<file path="src/pkg/vih_pkg.sv">
// vih_pkg: constants for the two-level vectored interrupt handler
// assumes: single system clock, core sequencer drives boundary strobes
package vih_pkg;

  // source count and widths
  localparam int N_SRC  = 22;
  localparam int ID_W   = 5;
  localparam int VEC_W  = 16;
  localparam int EXT_HI = 4;

  // vector layout
  localparam logic [15:0] RESET_VEC  = 16'h0000;
  localparam logic [15:0] VEC_BASE   = 16'h0003;
  localparam logic [15:0] VEC_STEP   = 16'h0008;
  localparam logic [15:0] VEC_LAST   = 16'h00ab;
  localparam logic [15:0] VEC_UNUSED = 16'h00a3;

  // source indices in fixed order
  localparam int SRC_EXT0   = 0;
  localparam int SRC_EXT1   = 2;
  localparam int SRC_EXT4   = 16;
  localparam int SRC_UNUSED = 20;

  // sources that can request at all (slot 20 is empty)
  localparam logic [21:0] SRC_VALID = 22'h2fffff;
  // sources that own a second flag sharing the vector
  localparam logic [21:0] AUX_MASK  = 22'h000250;

  // pin idle level (active-low pins rest high)
  localparam logic [1:0] PIN01_IDLE = 2'h3;
  localparam logic [3:0] PINHI_IDLE = 4'hf;
  // trigger type value that selects edge mode
  localparam logic TRIG_EDGE = 1'b1;

  // response timing in system clock cycles (5 ns each)
  localparam int CLK_PERIOD_NS = 5;
  localparam int DETECT_CYC    = 1;
  localparam int CALL_CYC      = 4;
  localparam int RETURN_FROM_INTERRUPT_CYC      = 5;
  localparam int DIV_CYC       = 8;
  localparam int MIN_RESP_CYC  = DETECT_CYC + CALL_CYC;
  localparam int MAX_RESP_CYC  = DETECT_CYC + RETURN_FROM_INTERRUPT_CYC + DIV_CYC + CALL_CYC;

endpackage

</file>
<file path="src/design/vih_flag_bank.sv">
// vih_flag_bank: one pending flag per source, set wins over clear
// assumes: set/clear are one-cycle strobes on sys_clk_i
`timescale 1ns/10ps
module vih_flag_bank #(
  parameter int          NUM_SRC = vih_pkg::N_SRC,
  parameter logic [21:0] MASK    = vih_pkg::SRC_VALID
) (
  input  wire logic               sys_clk_i,
  input  wire logic               reset_i,
  input  wire logic [NUM_SRC-1:0] set_i,
  input  wire logic [NUM_SRC-1:0] clr_i,
  input  wire logic [NUM_SRC-1:0] follow_i,
  input  wire logic [NUM_SRC-1:0] follow_val_i,
  output logic      [NUM_SRC-1:0] flag_o
);

  typedef struct packed {
    logic [NUM_SRC-1:0] flag;
  } vih_fb_state_t;

  vih_fb_state_t st_r;
  vih_fb_state_t st_nxt;

  // per bit: follow a level, or latch an event until cleared
  always_comb begin
    st_nxt = st_r;
    for (int i = 0; i < NUM_SRC; i++) begin
      if (follow_i[i]) begin
        st_nxt.flag[i] = follow_val_i[i];
      end else begin
        // set beats a clear in the same cycle
        st_nxt.flag[i] = set_i[i] | (st_r.flag[i] & ~clr_i[i]);
      end
      st_nxt.flag[i] = st_nxt.flag[i] & MASK[i];
    end
  end

  always_ff @(posedge sys_clk_i) begin
    if (reset_i) begin
      st_r <= '0;
    end else begin
      st_r <= st_nxt;
    end
  end

  assign flag_o = st_r.flag;
endmodule

</file>
<file path="src/design/vih_handler.sv">
// vih_handler: two-level vectored interrupt handler, 22 sources
// assumes: core strobes insn_done_i at each instruction end,
// return_from_interrupt_done_i at the end of a return, and runs the long call itself
`timescale 1ns/10ps
module vih_handler (
  input  wire logic        sys_clk_i,
  input  wire logic        reset_i,
  // peripheral valid-condition strobes, primary and second flag
  input  wire logic [21:0] periph_event_i,
  input  wire logic [21:0] aux_event_i,
  // software writes to the pending flags
  input  wire logic [21:0] sw_set_i,
  input  wire logic [21:0] sw_clr_i,
  input  wire logic [21:0] sw_aux_set_i,
  input  wire logic [21:0] sw_aux_clr_i,
  // enable and level configuration
  input  wire logic [21:0] src_enable_i,
  input  wire logic [21:0] src_level_i,
  input  wire logic        global_irq_enable_i,
  input  wire logic        ext0_trigger_type_i,
  input  wire logic        ext1_trigger_type_i,
  // active-low request pins
  input  wire logic        ext_request_pin_0_n_i,
  input  wire logic        ext_request_pin_1_n_i,
  input  wire logic [3:0]  ext_request_pin_hi_n_i,
  // core sequencer strobes
  input  wire logic        insn_done_i,
  input  wire logic        return_from_interrupt_done_i,
  // to the core
  output logic             call_req_o,
  output logic [15:0]      call_vector_o,
  output logic [4:0]       call_src_o,
  // status
  output logic [21:0]      pending_flags_o,
  output logic [21:0]      aux_flags_o,
  output logic             in_service_hi_o,
  output logic             in_service_lo_o
);

  localparam int N  = vih_pkg::N_SRC;
  localparam int IW = vih_pkg::ID_W;
  localparam int VW = vih_pkg::VEC_W;

  typedef struct packed {
    logic [1:0]    pin01_prev;
    logic [3:0]    pinhi_prev;
    logic          svc_hi;
    logic          svc_lo;
    logic          req_valid;
    logic          req_hi;
    logic [IW-1:0] req_id;
    logic [VW-1:0] vector;
  } vih_state_t;

  vih_state_t st_r;
  vih_state_t st_nxt;

  logic [N-1:0]  evt;
  logic [N-1:0]  hw_clr;
  logic [N-1:0]  follow;
  logic [N-1:0]  follow_val;
  logic [N-1:0]  flags;
  logic [N-1:0]  aux;
  logic [N-1:0]  req;
  logic [N-1:0]  hi_req;
  logic [N-1:0]  lo_req;
  logic [IW:0]   hi_pick;
  logic [IW:0]   lo_pick;
  logic          take;
  logic          edge0;
  logic          edge1;
  logic [3:0]    fall_hi;

  // lowest index wins among set bits: {found, id}
  function automatic logic [IW:0] pick_first(input logic [N-1:0] m);
    logic [IW:0] r;
    r = '0;
    for (int i = N - 1; i >= 0; i--) begin
      if (m[i]) begin
        r = {1'b1, IW'(i)};
      end
    end
    return r;
  endfunction

  // vector address of a source in fixed order
  function automatic logic [VW-1:0] vec_of(input logic [IW-1:0] id);
    return vih_pkg::VEC_BASE + VW'(vih_pkg::VEC_STEP * VW'(id));
  endfunction

  // pin edge detection and trigger type selection
  always_comb begin
    edge0 = (ext0_trigger_type_i == vih_pkg::TRIG_EDGE);
    edge1 = (ext1_trigger_type_i == vih_pkg::TRIG_EDGE);
    fall_hi = st_r.pinhi_prev & ~ext_request_pin_hi_n_i;
    evt = periph_event_i | sw_set_i;
    evt[vih_pkg::SRC_EXT0] = evt[vih_pkg::SRC_EXT0] |
      (st_r.pin01_prev[0] & ~ext_request_pin_0_n_i);
    evt[vih_pkg::SRC_EXT1] = evt[vih_pkg::SRC_EXT1] |
      (st_r.pin01_prev[1] & ~ext_request_pin_1_n_i);
    for (int k = 0; k < vih_pkg::EXT_HI; k++) begin
      evt[vih_pkg::SRC_EXT4 + k] = evt[vih_pkg::SRC_EXT4 + k] |
        fall_hi[k];
    end
    // level mode: flag mirrors the pin, requester must hold it
    follow = '0;
    follow_val = '0;
    follow[vih_pkg::SRC_EXT0] = ~edge0;
    follow[vih_pkg::SRC_EXT1] = ~edge1;
    follow_val[vih_pkg::SRC_EXT0] = ~ext_request_pin_0_n_i;
    follow_val[vih_pkg::SRC_EXT1] = ~ext_request_pin_1_n_i;
  end

  // hardware clear only for edge-mode ext 0/1 on the taken call;
  // every other latched flag stays set until software clears it; level-mode ext 0/1 follow the pin
  always_comb begin
    hw_clr = sw_clr_i;
    if (take && st_r.req_id == IW'(vih_pkg::SRC_EXT0) && edge0) begin
      hw_clr[vih_pkg::SRC_EXT0] = 1'b1;
    end
    if (take && st_r.req_id == IW'(vih_pkg::SRC_EXT1) && edge1) begin
      hw_clr[vih_pkg::SRC_EXT1] = 1'b1;
    end
  end

  vih_flag_bank #(
    .NUM_SRC (N),
    .MASK    (vih_pkg::SRC_VALID)
  ) u_primary (
    .sys_clk_i    (sys_clk_i),
    .reset_i      (reset_i),
    .set_i        (evt),
    .clr_i        (hw_clr),
    .follow_i     (follow),
    .follow_val_i (follow_val),
    .flag_o       (flags)
  );

  // second flag of sources whose several flags share one vector
  vih_flag_bank #(
    .NUM_SRC (N),
    .MASK    (vih_pkg::AUX_MASK)
  ) u_aux (
    .sys_clk_i    (sys_clk_i),
    .reset_i      (reset_i),
    .set_i        (aux_event_i | sw_aux_set_i),
    .clr_i        (sw_aux_clr_i),
    .follow_i     ('0),
    .follow_val_i ('0),
    .flag_o       (aux)
  );

  // gating and two-pass arbitration, sampled every clock
  always_comb begin
    req = (flags | aux) & src_enable_i & vih_pkg::SRC_VALID;
    req = req & {N{global_irq_enable_i}};
    hi_req = req & src_level_i;
    lo_req = req & ~src_level_i;
    hi_pick = pick_first(hi_req);
    lo_pick = pick_first(lo_req);
  end

  // call is refused in the very cycle a return ends, so at least
  // one more instruction boundary passes first
  assign call_req_o = st_r.req_valid & ~return_from_interrupt_done_i;
  assign take = insn_done_i & call_req_o;

  // next-state: request register, service levels, pin history
  always_comb begin
    st_nxt = st_r;
    st_nxt.pin01_prev = {ext_request_pin_1_n_i, ext_request_pin_0_n_i};
    st_nxt.pinhi_prev = ext_request_pin_hi_n_i;
    st_nxt.req_valid = 1'b0;
    st_nxt.req_hi = 1'b0;
    // high may preempt low; nothing preempts high
    if (hi_pick[IW] && !st_r.svc_hi) begin
      st_nxt.req_valid = 1'b1;
      st_nxt.req_hi = 1'b1;
      st_nxt.req_id = hi_pick[IW-1:0];
    end else if (lo_pick[IW] && !st_r.svc_hi && !st_r.svc_lo) begin
      st_nxt.req_valid = 1'b1;
      st_nxt.req_id = lo_pick[IW-1:0];
    end
    // a taken request is dropped for one sample so it cannot be
    // taken twice from the stale register
    if (take) begin
      st_nxt.req_valid = 1'b0;
    end
    st_nxt.vector = vec_of(st_nxt.req_id);
    // level stack: entering marks the level, return pops the top
    if (take) begin
      if (st_r.req_hi) begin
        st_nxt.svc_hi = 1'b1;
      end else begin
        st_nxt.svc_lo = 1'b1;
      end
    end else if (return_from_interrupt_done_i) begin
      if (st_r.svc_hi) begin
        st_nxt.svc_hi = 1'b0;
      end else begin
        st_nxt.svc_lo = 1'b0;
      end
    end
  end

  // state register; pins rest at their idle high level
  always_ff @(posedge sys_clk_i) begin
    if (reset_i) begin
      st_r.pin01_prev <= vih_pkg::PIN01_IDLE;
      st_r.pinhi_prev <= vih_pkg::PINHI_IDLE;
      st_r.svc_hi     <= 1'b0;
      st_r.svc_lo     <= 1'b0;
      st_r.req_valid  <= 1'b0;
      st_r.req_hi     <= 1'b0;
      st_r.req_id     <= '0;
      st_r.vector     <= vih_pkg::VEC_BASE;
    end else begin
      st_r <= st_nxt;
    end
  end

  // outputs straight from flip-flops
  assign call_vector_o   = st_r.vector;
  assign call_src_o      = st_r.req_id;
  assign pending_flags_o = flags;
  assign aux_flags_o     = aux;
  assign in_service_hi_o = st_r.svc_hi;
  assign in_service_lo_o = st_r.svc_lo;
endmodule

</file>
<file path="config.mk">
export PLATFORM = sky130hd
export DESIGN_NAME = vih_handler
export DESIGN_NICKNAME = d
export VERILOG_FILES = /design/src/pkg/vih_pkg.sv /design/src/design/vih_flag_bank.sv /design/src/design/vih_handler.sv
export SDC_FILE = /design/constraint.sdc
export NUM_CORES = 1
export LEC_CHECK = 0
export BUFFER_PORTS_ARGS = -buffer_cell sky130_fd_sc_hd__buf_2
export CAP_MARGIN = 15
export CORE_MARGIN = 2
export CORE_UTILIZATION = 35
export DETAILED_ROUTE_END_ITERATION = 10
export MAX_ROUTING_LAYER = met4
export PLACE_DENSITY = 0.71
export SLEW_MARGIN = 15
export SYNTH_ARGS = -nofsm -noshare
export SYNTH_HDL_FRONTEND = slang
export SYNTH_HIERARCHICAL = 1
export SYNTH_SLANG_ARGS = --single-unit
export TNS_END_PERCENT = 5
</file>
<file path="constraint.sdc">
create_clock -name sys_clk_i -period 2.3 [get_ports sys_clk_i]
set_input_delay 0.115 -clock sys_clk_i [delete_from_list [all_inputs] [get_ports sys_clk_i]]
set_output_delay 0.115 -clock sys_clk_i [all_outputs]
set_load 0.05 [all_outputs]
</file>
# Word level (Yosys, flattened, before mapping)
# Cells that the tools add are included.
# totals
ff_bits	75
latchBits	0
ramBits	0
mem_bits_ro	0
input_bits	189
out_inout_bits	68
word_cells	184
memories	0
# op_classes
add_sub_neg	1
mul	0
div_mod_pow	0
order_cmp	0
eq_ne	4
n_shift	0
mux	58
bitwise	95
reduce_logical	14
# ops
operator	count
$mux 6	44
$and 22x22->22	4
$or 22x22->22	2
$or 1x1->1	30
$and 1x1->1	28
$not 1->1	27
$not 22->22	1
$mux 1	10
$mux 5	2
$or 10x10->10	1
$add 2x8->9 const A	1
$logic_and 1x1->1	7
$eq 5x2->1 const B	1
$logic_not 5->1	1
$and 4x4->4	1
$mux 2	2
$ne 2x2->1 const B	2
$not 4->4	1
$reduce_and 3->1	1
$logic_not 1->1	2
$ne 2x1->1 const B	1
$reduce_and 2->1	1
$reduce_bool 2->1	1
$reduce_or 2->1	1

# Depth between registers and ports, before layout
# depth
depth_word	31
ltp_mapped	12
depth_no_buf	7

# Modules after synthesis
# The synthesis kept the hierarchy.
# modules_own_cells
mod	n_inst	cells_each	area_per_inst_um2	seq_area_each_um2
vih_handler	1	285	2148.3	300.3
vih_flag_bank at u_primary	1	109	1058.5	420.4
vih_flag_bank at u_aux	1	35	281.5	60.1

# Worst setup path after synthesis
# Ideal clock, no wire load.
# synth_timing
path_type	register to register
start	reg u_primary.st_r, in the netlist u_primary/flag_o[7]
end	reg st_r, in the netlist call_src_o[2]
setup_time_ns	0.091
arrival_ns	2.213
t_required_ns	2.209
slack_ns	-0.004
path_stages_with_launch	7
n_path_buf	0
period_less_slack_ns	2.304
path_cell_list	dfxtp_1 o2111a_1 nor4_2 and2_2 a31oi_4 or4_1 a311oi_1
# synth_via
elab_chain_len	16
word_cells_on_any_way	26
classes_between	mux (18); bitwise (5); reduce/logical (3)
# synth_rtl
item	line	source
from (decl)	vih_flag_bank.sv:21	vih_fb_state_t st_r;
from (signal assigned)	vih_flag_bank.sv:42	st_r <= st_nxt;
$or 22x22->22 *	vih_handler.sv:155	req = (flags | aux) & src_enable_i & vih_pkg::SRC_VALID;
$and 22x22->22 *	vih_handler.sv:155	
$and 22x22->22 *	vih_handler.sv:156	req = req & {N{global_irq_enable_i}};
$and 22x22->22	vih_handler.sv:158	lo_req = req & ~src_level_i;
$mux 6 (8 in a row)	vih_handler.sv:79	if (m[i]) begin
$logic_and 1x1->1 (2 in a row)	vih_handler.sv:180	end else if (lo_pick[IW] && !st_r.svc_hi && !st_r.svc_lo) begin
$mux 5	vih_handler.sv:180	
$mux 5 *	vih_handler.sv:176	if (hi_pick[IW] && !st_r.svc_hi) begin
to (signal assigned)	vih_handler.sv:218	st_r <= st_nxt;
to (decl)	vih_handler.sv:55	vih_state_t st_r;
# Mark *: on every way between the ends. The rest lies on a longest branch, timed or not.
# A chain may end at the register's enable or synchronous reset.

# Worst setup path after layout
# layout_timing
start	reg u_primary.st_r, in the netlist u_primary/flag_o[15]
end	reg st_r, in the netlist call_src_o[2]
# layout_via
elab_chain_len	24
word_cells_on_any_way	42
classes_between	mux (34); bitwise (5); reduce/logical (3)
# layout_rtl
item	line
$or 22x22->22 *	vih_handler.sv:155
$and 22x22->22 *	vih_handler.sv:155
$and 22x22->22 *	vih_handler.sv:156
$and 22x22->22	vih_handler.sv:158
$mux 6 (16 in a row)	vih_handler.sv:79
$logic_and 1x1->1 (2 in a row)	vih_handler.sv:180
$mux 5	vih_handler.sv:180
$mux 5 *	vih_handler.sv:176
# Marks and branches as above.

==> results.json <==
{
  "ir_drop_mv": 0.2186,
  "critPathMaxStageDelay_ps": 540,
  "switching_power_mw": 0.9286,
  "rsz0062_at_grt": "no",
  "cp.arrival_ps": 2420,
  "worstPathRequired_ps": 2510,
  "intPower_mw": 1.249,
  "boundaryPins": 257,
  "setup_tns_ps": 0,
  "swShare_pct": 42.65,
  "die_width_um": 102.0,
  "cts_buffer_depth": 2,
  "ff2ff_setup_slack_ps": 90,
  "gr-total-overflow": 0,
  "wl_per_cell_um": 12.91,
  "critPathKind": "reg -> reg",
  "h-tree-depth": 2,
  "cp-start-kind": "flip-flop",
  "cts_made_buffers": 5,
  "p_comb_share_pct": 42.4,
  "rr_worst_depth": 6,
  "drc_errors": 0,
  "clock.fmax_mhz": 452.4,
  "antennaDiodeCount": 0,
  "hold_end": "st_r[25]$_SDFF_PP1_",
  "via_count": 3535,
  "netlist_instances": 409,
  "r2r-end": "call_src_o[2]$_SDFFE_PP0P_",
  "clock_sink_count": 39,
  "areaGrowthSynthToFinish_pct": 33.00,
  "power.leakage_nw": 2.106,
  "p_seq_share_pct": 36.0,
  "drv_cap": 0,
  "setup-violations-final": 0,
  "nets": 819,
  "syn_avg_cell_area_sq_um": 8.223,
  "coreArea_sq_mm": 0.009284,
  "clk_pin_slew_ps": 80,
  "die_area_sq_mm": 0.01041,
  "maxSlewViolCount": 0,
  "nFillCells": 979,
  "vias_per_cell": 4.651,
  "syn_area_sq_mm": 0.003363,
  "slew_headroom_pct": 36.90,
  "grt_pass1_vias": 3263,
  "min_period_over_period_pct": 96.10,
  "hpwl_um": 8387,
  "clk_latency_ps": 300,
  "crit_buf_inv": 0,
  "cpLargestDelayFamily": "simple AND/OR/NAND/NOR gates",
  "wl_um": 9813,
  "yosys_warnings": 6,
  "setup_ws_ps": 89.65,
  "final_layout_size_suffix_gt1_share_pct": 39.62,
  "grt_max_degree": 40,
  "drt_iter0_markers": 94,
  "tightestPinTransition_ps": 946.5,
  "cts_resized": 0,
  "clkPwrFrac_pct": 21.6,
  "layout.cells.non_filler": 760,
  "cts_root_buffer": "clkbuf_8",
  "routabilityCongestion": 0.8595,
  "crit_slowest_cell": "or4_1",
  "dp.cells": 752,
  "die_y_um": 102.0,
  "start_util_pct": 36.23,
  "pre_cts_ws_ps": 74.63,
  "cp_max_fo": 4,
  "layout_min_cycle_time_ps": 2210,
  "hold_path.class": "in -> reg",
  "cts_tree": "built",
  "powerDensity_mw_per_mm2": 486.8,
  "detail-route-antenna-nets": 0,
  "post-route-util_pct": 48.18,
  "skew_ps": 6.148,
  "portBuffers": 163,
  "regToRegStartpoint": "u_primary/flag_o[15]$_SDFF_PP0_",
  "fp-row-count": 35,
  "crit_path_end_kind": "flip-flop",
  "hold-path-cell-count": 2,
  "firstDrtPassIters": 5,
  "status": "finished clean",
  "grt_usage_pct": 18.95,
  "post_cts_buffers": 0,
  "grt_pass1_wl_um": 15190,
  "holdCritStartpoint": "ext_request_pin_hi_n_i[0]",
  "antenna_found_initial": 0,
  "holdBufCountCts": 0,
  "hold_viol": 0,
  "path_cells": "o2111ai_1, nand4_2, nor3_4, a31oi_4, or4_1, a311oi_1"
}
==> worst max path at each step <==
stage,startpoint,end,slack (ps),cells past startpoint
global route,u_aux/flag_o[6]$_SDFF_PP0_,call_src_o[2]$_SDFFE_PP0P_,5,6
global placement,u_primary/flag_o[14]$_SDFF_PP0_,call_src_o[2]$_SDFFE_PP0P_,120,6
CTS,u_primary/flag_o[13]$_SDFF_PP0_,call_src_o[2]$_SDFFE_PP0P_,60,6
finish,u_primary/flag_o[15]$_SDFF_PP0_,call_src_o[2]$_SDFFE_PP0P_,90,6
detailed placement,u_primary/flag_o[13]$_SDFF_PP0_,call_src_o[2]$_SDFFE_PP0P_,70,6
floorplan,u_aux/flag_o[6]$_SDFF_PP0_,call_src_o[2]$_SDFFE_PP0P_,30,6
==> per-stage QoR <==
step	hold slack (ps)	instance area, sq um	power, mW
5_1_grt	7.056	4473	2.300
3_3_place_gp	310.3	4373	1.699
2_1_floorplan	181.2	3714	1.530
4_1_cts	10.08	4454	2.183
6_report	11.63	4473	2.177
3_5_place_dp	316.8	4373	1.712
==> power groups by stage <==
stage / combinational, mW / clock, mW / sequential, mW
after floorplan: 0.628 / 0 / 0.903
after global placement: 0.901 / 0 / 0.798
after detailed placement: 0.911 / 0 / 0.801
after CTS: 0.914 / 0.485 / 0.785
after global routing: 0.998 / 0.507 / 0.794
final: 0.922 / 0.471 / 0.784
==> final cells by class <==
class,count,area [sq um],share of cell area [%]
inverters,35,131.4,2.937
multi-input cells,378,2416,54.01
clock inverters,1,5.005,0.1119
repair buffers,171,900.9,20.14
flip-flops and latches,39,782.0,17.48
well taps,129,161.4,3.608
clock buffers,7,76.32,1.706
==> layer usage <==
layer	part of all wire (%)	up-vias	global-route usage [%]
met5	0	-	-
met4	1.4	0	4.308
met3	6.3	14	4.446
met2	51	115	33.91
met1	41	1598	21.41
li1	-	1808	-
==> cells in the final DEF, fill, tap and decap left out, drive strengths merged, types with 2 or more instances in the layout <==
| master | count |
|---|---|
| nand2 | 10 |
| o2111a | 8 |
| and2 | 2 |
| a31oi | 5 |
| o2111ai | 16 |
| nor3b | 2 |
| clkbuf | 7 |
| a211oi | 2 |
| a211o | 2 |
| buf | 171 |
| conb | 97 |
| inv | 35 |
| nand4 | 2 |
| nor3 | 6 |
| a221oi | 25 |
| or4 | 2 |
| o22ai | 12 |
| o211ai | 22 |
| a21oi | 4 |
| nand3 | 4 |
| nor2b | 5 |
| or2 | 25 |
| nand2b | 30 |
| o21bai | 2 |
| nor4 | 3 |
| dfxtp | 39 |
| o21ai | 9 |
| nand3b | 2 |
| nor2 | 63 |
| o32ai | 2 |
| a311oi | 4 |
==> state kept, by name, summed over array words and instances, names as in the netlist <==
register          count
call_src_o            5
st_r                  8
in_service_hi_o       1
u_aux/flag_o          3
in_service_lo_o       1
u_primary/flag_o     21
(Power assumes the default switching activity.)
